--- config.mk ---
export PLATFORM = sky130hd
export DESIGN_NAME = ifd_decoder
export DESIGN_NICKNAME = d
export VERILOG_FILES = /design/src/hw/ifd_word_class.v /design/src/hw/ifd_decoder.v
export VERILOG_INCLUDE_DIRS = /design/src /design/src/hw
export SDC_FILE = /design/constraint.sdc
export NUM_CORES = 1
export LEC_CHECK = 0
export BUFFER_PORTS_ARGS = -buffer_cell sky130_fd_sc_hd__buf_2
export CORE_MARGIN = 2
export CORE_UTILIZATION = 40
export CTS_CLUSTER_SIZE = 28
export DETAILED_ROUTE_END_ITERATION = 12
export PLACE_DENSITY = 0.68
export SETUP_SLACK_MARGIN = 0.5
export SKIP_LAST_GASP = 1
export SYNTH_ARGS = -nofsm -noshare
export SYNTH_HDL_FRONTEND = slang
export SYNTH_HIERARCHICAL = 1
export SYNTH_SLANG_ARGS = --single-unit
--- constraint.sdc ---
create_clock -name i_clk -period 1.75 [get_ports i_clk]
set_input_delay 0.0875 -clock i_clk [delete_from_list [all_inputs] [get_ports i_clk]]
set_output_delay 0.0875 -clock i_clk [all_outputs]
set_load 0.01 [all_outputs]
--- src/hw/ifd_defines.vh ---
// field positions and format codes for the instruction format decoder
`ifndef IFD_DEFINES_VH
`define IFD_DEFINES_VH
`define IFD_EXT_PATTERN    4'hF
`define IFD_BYTE_OP_HI     15
`define IFD_BYTE_OP_LO     10
`define IFD_DEST_BIT       9
`define IFD_ACCESS_BIT     8
`define IFD_BITPOS_HI      11
`define IFD_BITPOS_LO      9
`define IFD_FMT_NONE       3'h0
`define IFD_FMT_BYTE       3'h1
`define IFD_FMT_BIT        3'h2
`define IFD_FMT_LITERAL    3'h3
`define IFD_FMT_MOVE       3'h4
`define IFD_FMT_JUMP       3'h5
`define IFD_FMT_BRANCH     3'h6
`define IFD_FMT_CONDBR     3'h7
`define IFD_OP_MOVE        4'hC
`define IFD_OP_JUMP        8'hEF
`define IFD_OP_CALL        7'h76
`define IFD_OP_BRANCH      5'h1A
`define IFD_OP_CONDBR      5'h1C
`define IFD_OP_LIT         4'h0
`endif

--- src/hw/ifd_word_class.v ---
// classifies a first instruction word into its format
`timescale 1ns/1ps
`include "ifd_defines.vh"
module ifd_word_class (
  input  wire [15:0] i_word,
  output reg  [2:0]  o_format,
  output reg         o_two_word,
  output reg         o_is_call
);
  // opcode family lookup, longest prefixes first
  always @* begin
    o_format   = `IFD_FMT_BYTE;
    o_two_word = 1'b0;
    o_is_call  = 1'b0;
    if (i_word[15:8] == `IFD_OP_JUMP) begin
      o_format   = `IFD_FMT_JUMP;
      o_two_word = 1'b1;
    end else if (i_word[15:9] == `IFD_OP_CALL) begin
      o_format   = `IFD_FMT_JUMP;
      o_two_word = 1'b1;
      o_is_call  = 1'b1;
    end else if (i_word[15:11] == `IFD_OP_BRANCH) begin
      o_format = `IFD_FMT_BRANCH;
    end else if (i_word[15:11] == `IFD_OP_CONDBR) begin
      o_format = `IFD_FMT_CONDBR;
    end else if (i_word[15:12] == `IFD_OP_MOVE) begin
      o_format   = `IFD_FMT_MOVE;
      o_two_word = 1'b1;
    end else if (i_word[15:12] == `IFD_OP_LIT) begin
      o_format = `IFD_FMT_LITERAL;
    end else if (i_word[15:14] == 2'h2 || i_word[15:14] == 2'h1) begin
      o_format = `IFD_FMT_BIT;
    end
  end
endmodule

--- src/hw/ifd_decoder.v ---
// instruction format decoder: splits program words into execution fields
// Functional notes
// RL1: byte-oriented words give opcode 15:10, destination bit 9, access bit 8, address 7:0.
// RL2: destination 0 steers the result to the working register, 1 to the file register.
// RL3: access 0 forces the access bank, 1 lets the bank select register choose the bank.
// RL4: the file-to-file move takes two words, 12-bit source then 1111 and 12-bit destination.
// RL5: bit-oriented words give opcode 15:12, bit position 11:9, access bit 8, address 7:0.
// RL6: literal words give opcode 15:8 and an 8-bit immediate in 7:0.
// RL7: the long jump forms a 20-bit target from bits 7:0 of word one and 11:0 of word two.
// RL8: the call carries a fast-return flag before target 7:0 and takes 19:8 from word two.
// RL9: the relative branch is one word with opcode 15:11 and an 11-bit offset in 10:0.
// RL10: a conditional branch is one word with opcode 15:8 and an 8-bit offset in 7:0.
// RL11: a second word is consumed as an operand extension, never decoded on its own.
`timescale 1ns/1ps
`include "ifd_defines.vh"
module ifd_decoder (
  input  wire        i_clk,
  input  wire        i_reset,
  input  wire        i_word_valid,
  input  wire [15:0] i_word,
  output reg         o_valid,
  output reg  [2:0]  o_format,
  output reg  [7:0]  o_opcode,
  output reg         o_dest_file,
  output reg         o_dest_working,
  output reg         o_use_bank_select,
  output reg         o_use_access_bank,
  output reg  [2:0]  o_bit_pos,
  output reg  [11:0] o_file_addr,
  output reg  [11:0] o_dest_addr,
  output reg  [7:0]  o_literal,
  output reg  [19:0] o_target,
  output reg         o_fast_return,
  output reg         o_is_call,
  output reg         o_ext_error
);
  wire [2:0]  cls_format;
  wire        cls_two_word;
  wire        cls_call;
  reg         pend_q;
  reg         pend_d;
  reg  [15:0] first_q;
  reg  [2:0]  pfmt_q;
  reg         pcall_q;

  ifd_word_class u_class (
    .i_word     (i_word),
    .o_format   (cls_format),
    .o_two_word (cls_two_word),
    .o_is_call  (cls_call)
  );

  // opcode field of a first word, zero-extended; the call code is one bit
  // shorter than the jump code, so the flag bit below it stays out of the opcode
  function [7:0] opcode_of;
    input [15:0] w;
    input [2:0]  fmt;
    input        call;
    begin
      case (fmt)
        `IFD_FMT_BYTE:   opcode_of = {2'h0, w[`IFD_BYTE_OP_HI:`IFD_BYTE_OP_LO]};
        `IFD_FMT_BIT:    opcode_of = {4'h0, w[15:12]};
        `IFD_FMT_MOVE:   opcode_of = {4'h0, w[15:12]};
        `IFD_FMT_BRANCH: opcode_of = {3'h0, w[15:11]};
        `IFD_FMT_JUMP:   opcode_of = call ? {1'b0, w[15:9]} : w[15:8];
        default:         opcode_of = w[15:8];
      endcase
    end
  endfunction

  // branch offsets are signed, so both widths are sign-extended into the target
  function [19:0] offset_of;
    input [15:0] w;
    input        wide;
    begin
      if (wide) begin
        offset_of = {{9{w[10]}}, w[10:0]};
      end else begin
        offset_of = {{12{w[7]}}, w[7:0]};
      end
    end
  endfunction

  // RL11 pending word tracking
  // a word after a two-word first word is always its extension, even one that
  // would itself decode as a two-word opcode, so two-word starts never nest
  always @* begin
    pend_d = pend_q;
    if (i_word_valid) begin
      pend_d = pend_q ? 1'b0 : cls_two_word;
    end
  end

  // hold first word until its extension arrives
  // kept whole: the move needs its source, the jump its low target byte
  always @(posedge i_clk) begin
    if (i_reset) begin
      pend_q  <= 1'b0;
      first_q <= 16'h0000;
      pfmt_q  <= `IFD_FMT_NONE;
      pcall_q <= 1'b0;
    end else begin
      pend_q <= pend_d;
      if (i_word_valid && !pend_q) begin
        first_q <= i_word;
        pfmt_q  <= cls_format;
        pcall_q <= cls_call;
      end
    end
  end

  // field extraction registered one cycle after the completing word
  always @(posedge i_clk) begin
    if (i_reset) begin
      o_valid           <= 1'b0;
      o_format          <= `IFD_FMT_NONE;
      o_opcode          <= 8'h00;
      o_dest_file       <= 1'b0;
      o_dest_working    <= 1'b0;
      o_use_bank_select <= 1'b0;
      o_use_access_bank <= 1'b0;
      o_bit_pos         <= 3'h0;
      o_file_addr       <= 12'h000;
      o_dest_addr       <= 12'h000;
      o_literal         <= 8'h00;
      o_target          <= 20'h00000;
      o_fast_return     <= 1'b0;
      o_is_call         <= 1'b0;
      o_ext_error       <= 1'b0;
    end else begin
      o_valid     <= 1'b0;
      o_ext_error <= 1'b0;
      if (i_word_valid && pend_q) begin
        // RL11 second word completes pending
        o_valid     <= 1'b1;
        o_format    <= pfmt_q;
        o_is_call   <= pcall_q;
        // a call extension carries no fixed pattern, so only move and jump are checked
        o_ext_error <= (i_word[15:12] != `IFD_EXT_PATTERN) && !pcall_q;
        o_dest_file       <= 1'b0;
        o_dest_working    <= 1'b0;
        o_use_bank_select <= 1'b0;
        o_use_access_bank <= 1'b0;
        o_bit_pos         <= 3'h0;
        o_literal         <= 8'h00;
        if (pfmt_q == `IFD_FMT_MOVE) begin
          // RL4 source and destination
          o_opcode      <= opcode_of(first_q, pfmt_q, pcall_q);
          o_file_addr   <= first_q[11:0];
          o_dest_addr   <= i_word[11:0];
          o_target      <= 20'h00000;
          o_fast_return <= 1'b0;
        end else begin
          // RL7 twenty bit target
          o_opcode    <= opcode_of(first_q, pfmt_q, pcall_q);
          o_file_addr <= 12'h000;
          o_dest_addr <= 12'h000;
          o_target    <= {i_word[11:0], first_q[7:0]};
          // RL8 fast return flag
          o_fast_return <= pcall_q & first_q[8];
        end
      end else if (i_word_valid) begin
        // no pulse for the first word of a two-word instruction; its fields wait for the extension
        o_valid       <= !cls_two_word;
        o_format      <= cls_format;
        o_is_call     <= 1'b0;
        o_fast_return <= 1'b0;
        o_dest_addr   <= 12'h000;
        o_bit_pos     <= 3'h0;
        o_literal     <= 8'h00;
        o_target      <= 20'h00000;
        o_file_addr   <= {4'h0, i_word[7:0]};
        // RL3 bank selection
        o_use_bank_select <= i_word[`IFD_ACCESS_BIT];
        o_use_access_bank <= !i_word[`IFD_ACCESS_BIT];
        o_dest_file       <= 1'b0;
        o_dest_working    <= 1'b0;
        case (cls_format)
          `IFD_FMT_BYTE: begin
            // RL1 byte field split
            o_opcode <= opcode_of(i_word, cls_format, cls_call);
            // RL2 destination select
            o_dest_file    <= i_word[`IFD_DEST_BIT];
            o_dest_working <= !i_word[`IFD_DEST_BIT];
          end
          `IFD_FMT_BIT: begin
            // RL5 bit field split
            o_opcode  <= opcode_of(i_word, cls_format, cls_call);
            o_bit_pos <= i_word[`IFD_BITPOS_HI:`IFD_BITPOS_LO];
          end
          `IFD_FMT_LITERAL: begin
            // RL6 literal split
            o_opcode          <= i_word[15:8];
            o_literal         <= i_word[7:0];
            o_use_bank_select <= 1'b0;
            o_use_access_bank <= 1'b0;
            o_file_addr       <= 12'h000;
          end
          `IFD_FMT_BRANCH: begin
            // RL9 eleven bit offset
            o_opcode          <= opcode_of(i_word, cls_format, cls_call);
            o_target          <= offset_of(i_word, 1'b1);
            o_use_bank_select <= 1'b0;
            o_use_access_bank <= 1'b0;
            o_file_addr       <= 12'h000;
          end
          `IFD_FMT_CONDBR: begin
            // RL10 eight bit offset
            o_opcode          <= i_word[15:8];
            o_target          <= offset_of(i_word, 1'b0);
            o_use_bank_select <= 1'b0;
            o_use_access_bank <= 1'b0;
            o_file_addr       <= 12'h000;
          end
          default: begin
            o_opcode          <= i_word[15:8];
            o_use_bank_select <= 1'b0;
            o_use_access_bank <= 1'b0;
            o_file_addr       <= 12'h000;
          end
        endcase
      end
    end
  end
endmodule

Yosys cells after proc, flatten, opt, wreduce, memory -nomap -nowiden --
Cells that the tools add are included.
Word-level totals: bits in registers 95, latch bits 0, RAM bits 0, memory bits (read-only) 0, output and inout bits 74, logic and storage cells 99, memories kept 0
Operators by class: $add $sub $neg 0, $mul 0, divide/modulo/power cells 0, order comparisons 0, equal/unequal tests 18, shift-type cells 0, muxes and demuxes 46, bitwise gates (word level) 2, reductions and logical operators 14
Operators with widths (count):
- $mux 12 | 6
- $mux 20 | 3
- $mux 8 | 6
- $pmux 20 s2 | 1
- $pmux 8 s4 | 1
- $mux 3 | 9
- $pmux 8 s3 | 1
- $mux 1 | 18
- $eq 3x3->1 const B | 5
- $eq 5x5->1 const B | 2
- $eq 3x2->1 const B | 3
- $eq 8x8->1 const B | 1
- $eq 7x7->1 const B | 1
- $eq 3x1->1 const B | 2
- $reduce_or 2->1 | 3
- $logic_not 1->1 | 5
- $eq 4x4->1 const B | 1
- $logic_not 4->1 | 1
- $ne 4x4->1 const B | 1
- $logic_and 1x1->1 | 3
- $eq 2x1->1 const B | 1
- $eq 2x2->1 const B | 1
- $mux 2 | 1
- $reduce_bool 2->1 | 1
- other kinds (3) | 3

Depth between registers and ports, before layout --
depth in word-level cells 14, depth in mapped cells 11, gate-level depth less buffers 9

Hierarchy --
Netlist, hierarchy kept.
Modules (own cells, without submodules):
- ifd_decoder | instances 1, cells each 486, area an instance 4124.0 um^2, sequential area each 1901.8 um^2
- ifd_word_class | instances 1, cells each 25, area an instance 171.4 um^2, sequential area each 0.0 um^2

Least setup slack after synthesis --
Ideal clock, no wire load.
path type input -> register, start in i_word[14], end reg o_opcode[7], arrival time 1775 ps, required time 1676 ps, path slack -99 ps, cell stages on the path 9, buffers on the path 1, path through ha_1 > or3b_1 > a21boi_2 > a21o_1 > or3b_1 > buf_6 > nand3_2 > or3b_1 > a31oi_1
On the way: word-level cells in the longest chain between the ends 13, elaborated cells between the ends (all ways) 22, those cells by class 10 x eq/ne; 10 x mux; 2 x reduce/logical
Ends and longest elaborated chain:
- from (decl) | line ifd_decoder.v:20 | input wire [15:0] i_word,
- $eq 2x2->1 / $eq 2x1->1 (equally long branches) | line ifd_word_class.v:31 | end else if (i_word[15:14] == 2'h2 || i_word[15:14] == 2'h1) begin
- $logic_or 1x1->1 | line ifd_word_class.v:31
- $mux 2 | line ifd_word_class.v:31
- $mux 3 | line ifd_word_class.v:29 | end else if (i_word[15:12] == `IFD_OP_LIT) begin
- $mux 3 | line ifd_word_class.v:26 | end else if (i_word[15:12] == `IFD_OP_MOVE) begin
- $mux 3 | line ifd_word_class.v:24 | end else if (i_word[15:11] == `IFD_OP_CONDBR) begin
- $mux 3 | line ifd_word_class.v:22 | end else if (i_word[15:11] == `IFD_OP_BRANCH) begin
- $mux 3 | line ifd_word_class.v:18 | end else if (i_word[15:9] == `IFD_OP_CALL) begin
- $mux 3 (*) | line ifd_word_class.v:15 | if (i_word[15:8] == `IFD_OP_JUMP) begin
- via cls_format[0] | line ifd_decoder.v:37 | wire [2:0] cls_format;
- $eq 3x3->1, or another cell as far along | line ifd_decoder.v:60, ifd_decoder.v:178
- $pmux 8 s3 (*) | line ifd_decoder.v:178 | case (cls_format)
- $mux 8 (*) | line ifd_decoder.v:162 | end else if (i_word_valid) begin
- $mux 8 (*) | line ifd_decoder.v:133 | if (i_word_valid && pend_q) begin
- to (signal assigned) | line ifd_decoder.v:148 | o_opcode <= opcode_of(first_q, pfmt_q, pcall_q);
- to (signal assigned) | line ifd_decoder.v:181 | o_opcode <= opcode_of(i_word, cls_format, cls_call);
- to (signal assigned) | line ifd_decoder.v:188 | o_opcode <= opcode_of(i_word, cls_format, cls_call);
- to (decl) | line ifd_decoder.v:23 | output reg [7:0] o_opcode,
The timed path passes the listed nets; every way through them passes the cells marked *. The select of a mux whose other input is x is not followed. A chain may end at the register's enable or synchronous reset.

Worst setup path after layout --
start in i_word[14], end reg o_target[9]
On the way: word-level cells in the longest chain between the ends 13, elaborated cells between the ends (all ways) 21, those cells by class 9 x eq/ne; 10 x mux; 2 x reduce/logical
Ends and longest elaborated chain:
- $eq 2x2->1 / $eq 2x1->1 (equally long branches) | line ifd_word_class.v:31
- $logic_or 1x1->1 | line ifd_word_class.v:31
- $mux 2 | line ifd_word_class.v:31
- $mux 3 | line ifd_word_class.v:29
- $mux 3 | line ifd_word_class.v:26
- $mux 3 | line ifd_word_class.v:24
- $mux 3 | line ifd_word_class.v:22
- $mux 3 | line ifd_word_class.v:18
- $mux 3 (*) | line ifd_word_class.v:15
- via cls_format[0] | line ifd_decoder.v:37
- $eq 3x3->1 | line ifd_decoder.v:178
- $pmux 20 s2 (*) | line ifd_decoder.v:178
- $mux 20 (*) | line ifd_decoder.v:162
- $mux 20 (*) | line ifd_decoder.v:133
- to (signal assigned) | line ifd_decoder.v:158 | o_target <= {i_word[11:0], first_q[7:0]};
- to (signal assigned) | line ifd_decoder.v:202 | o_target <= offset_of(i_word, 1'b1);
- to (signal assigned) | line ifd_decoder.v:210 | o_target <= offset_of(i_word, 1'b0);
- to (decl) | line ifd_decoder.v:32 | output reg [19:0] o_target,
Marks and branches as above.

==> metrics.md <==
| Metric | Value |
|---|---|
| Worst EP required | `2.02 ns` |
| Die height | `108 um` |
| Final Max Slew Viols | `0` |
| Post-synthesis sequential area ratio | `44.3%` |
| Status | `finished clean` |
| RePlAce Congestion | `0.940` |
| Max_cap viols | `0` |
| Most frequent cells after synthesis | `95 x dfxtp_1, 75 x nor2_1, 66 x nand2_1` |
| Seq pwr share | `46.7%` |
| CP arrival | `1.99 ns` |
| Hold-fix buffers at CTS | `0` |
| Layout cells sized above 1 | `44.5%` |
| Final clock skew | `0.0151 ns` |
| Worst setup SP type | `input port` |
| Worst setup EP type | `register` |
| Minimum clock period | `1.73 ns` |
| Max H-tree Level | `3` |
| Io pins | `93` |
| Slowest stage cell on the critical path | `or3b_4` |
| Final setup fails | `0` |
| Area Overhead vs Synth | `46.4%` |
| Critical path's top delay family | `compound AO/OA/AOI/OAI gates` |
| Fin cells | `801` |
| Clock Pin Slew Worst Setup and Hold Paths | `0.10 ns` |
| Met3 routed WL | `1060 um` |
| Slew margin rel. | `61.0%` |
| Worst IR drop on VDD | `0.000373 V` |
| Detailed-route via count | `4597` |
| Vias in the first global route | `4275` |
| DIE AREA | `0.0116 mm^2` |
| Vias per cell | `5.74` |
| Sink Count | `95` |
| Clk pwr share | `30.7%` |
| WS Path Type | `input port to register` |
| Mapped Area | `0.00430 mm^2` |
| CP peak stage delay | `0.40 ns` |
| Yosys top cell area share | `44.3%` |
| Synth area leader | `dfxtp_1` |
| Gr usage total | `25.5%` |
| Switching portion of total power | `30.2%` |
| Initial Utilization | `41.4%` |
| Wl on met1 | `6370 um` |
| Ant. Diodes | `0` |
| DR top layer | `met4` |
| Warnings, synthesis | `6` |
| Routed WL | `14900 um` |
| Initial DRC Count | `449` |
| Routed WL per cell | `18.7 um` |
| Pwr Density | `792 mW/mm^2` |
| Final Hold Viols | `0` |
| Antenna Nets Post-Route | `0` |
| Worst skew pair latency | `0.38 ns` |
| Gate Count Post-Synth | `511` |
| Routed wl met2 | `7240 um` |
| Syn nets | `535` |
| TritonCTS clock tree | `built` |
| Maximum clock frequency | `580 MHz` |
| Drt drc | `0` |
| Largest net degree at the start of global routing | `44` |
| Synthesized flop and latch total | `95` |
| Placed Area | `0.00528 mm^2` |
| Main synth FF type | `dfxtp_1` |
| Total gr overflow | `0` |
| Avg Inst Size Synth | `8.41 um^2` |
| Initial antenna violation count | `0` |
| Comb pwr share | `22.6%` |
| Fillers | `859` |
| CP Max Fanout | `6` |
| Asr flop ratio synth | `0%` |
| First-pass GRT wire length | `22800 um` |
| Post-route clock period utilization | `98.6%` |
| Core Footprint | `0.0104 mm^2` |
| Hpwl dp | `9490 um` |
| Post-layout util | `60.6%` |
| RSZ-0062 raised after global routing | `true` |
| Placed insts | `752` |
| Row cnt | `37` |
| Synth top area cells | `dfxtp_1 44%, nor2_1 6.6%, nand2_1 5.8%` |
| Psw | `1.50 mW` |
| Nets@finish | `684` |
| CP Cell Sequence | `buf_8 > ha_4 > or3b_4 > a21boi_4 > a21o_1 > buf_6 > buf_4 > mux2_2 > a222oi_1 > nor2_1` |
| Number of synthesized flops with an enable pin | `0` |
| Leak | `2.59 nW` |
| Hold Path Class | `input port to register` |
| Top-count cell post-synth | `dfxtp_1` |
| Die width | `108 um` |
| CP Buf/Inv Count | `3` |
| Cts bufs inserted | `9` |
| Clock root cell | `clkbuf_8` |
| Port bufs | `92` |
| Fin Hold WS | `0.0179 ns` |
| Max clock buf depth | `2` |
| Final instance area | `0.00629 mm^2` |
| DRT Pass-1 Iters | `8` |
| Yosys cell types | `55` |
| Internal power | `3.48 mW` |
| Slew at the pin closest to its max-slew limit | `0.585 ns` |
layer usage:
| metal | global-route usage [%] | vias up |
|---|---|---|
| li1 | - | 2146 |
| met1 | 34.7 | 2227 |
| met2 | 41.0 | 200 |
| met3 | 3.45 | 24 |
| met4 | 9.71 | 0 |
| met5 | 0 | - |
cells in the final DEF, fill, tap and decap left out, types with 14 or more instances in the layout:
cell,count
buf_2,88
nand3_1,14
dfxtp_1,92
a22oi_2,25
buf_4,62
a21oi_1,40
buf_6,20
nor2_1,70
nand2_1,63
a222oi_1,18
power by group through the flow:
stage | Combinational, mW | Clock, mW | Sequential (mW)
floorplan | 0.487 | 0 | 2.38
global placement | 0.834 | 0 | 2.37
detailed placement | 0.850 | 0 | 2.37
CTS | 1.02 | 1.54 | 2.32
global route | 1.20 | 1.62 | 2.33
finish | 1.12 | 1.53 | 2.33
sequential cells by signal, indices dropped and copies added, names as in the netlist:
register           count
first_q               16
o_ext_error            1
o_fast_return          1
o_dest_file            1
pend_q                 1
o_bit_pos              3
o_valid                1
o_dest_working         1
o_literal              8
o_file_addr           12
pcall_q                1
o_opcode               8
o_dest_addr           12
pfmt_q                 3
o_use_bank_select      1
o_is_call              1
o_format               3
o_target              20
o_use_access_bank      1
layout make-up:
type | instances | area (um^2) | area share [%]
Multi-Input combinational cell | 363 | 2610 | 41.5
Sequential cell | 95 | 1910 | 30.3
Timing Repair Buffer | 181 | 1360 | 21.6
Tap cell | 136 | 170 | 2.71
Clock buffer | 11 | 141 | 2.25
Clock inverter | 5 | 63.8 | 1.01
Inverter | 10 | 41.3 | 0.657
logic make-up (layout without fill, tap and decap cells):
| kind of cell | count (synthesis) | after routing | synth area share [%] |
|---|---|---|---|
| AND/OR/NAND/NOR | 202 | 203 | 21.1 |
| AO/OA/AOI/OAI | 145 | 145 | 24.7 |
| flip-flops | 95 | 95 | 44.3 |
| buffers and inverters | 54 | 207 | 6.03 |
| multiplexers | 10 | 10 | 2.42 |
| adder cells (fa/ha/maj) | 5 | 5 | 1.46 |
path summary, 6_finish.rpt:
kind	start	end	slack, ns	cells past startpoint
setup / recovery	i_word[14]	o_target[9]$_SDFFE_PP0P_	0.02	10
hold / removal	i_word[5]	first_q[5]$_SDFFE_PP0P_	0.02	3
setup reg to reg	pfmt_q[1]$_SDFFE_PP0P_	o_opcode[1]$_SDFFE_PP0P_	0.21	8
hold reg to reg	o_is_call$_SDFFE_PP0P_	o_is_call$_SDFFE_PP0P_	0.47	2
worst register-to-register path, delay by kind of cell, from the launching register on:
kind	cells	cell delay, ns
adders and majority gates	1	0.17
AOI/OAI and AO/OA	3	0.44
and+or+nand+nor	1	0.18
buffers and inverters	3	0.30
DFF	1	0.35
per-stage QoR:
stage | setup TNS [ns] | setup slack, ns | power [mW]
2_1_floorplan | -0.444 | -0.0806 | 2.87
3_3_place_gp | -11.79 | -0.339 | 3.20
3_5_place_dp | -14.42 | -0.407 | 3.22
4_1_cts | 0 | 0.0766 | 4.89
5_1_grt | -0.0280 | -0.0206 | 5.15
6_report | 0 | 0.0246 | 4.98
what timing repair did:
item	4_1_cts	5_1_grt
setup buffers	18	9
cloned	5	1
setup endpoints to repair	81	90
resized for setup	76	46
pin swaps	42	61
(Power assumes the default switching activity.)
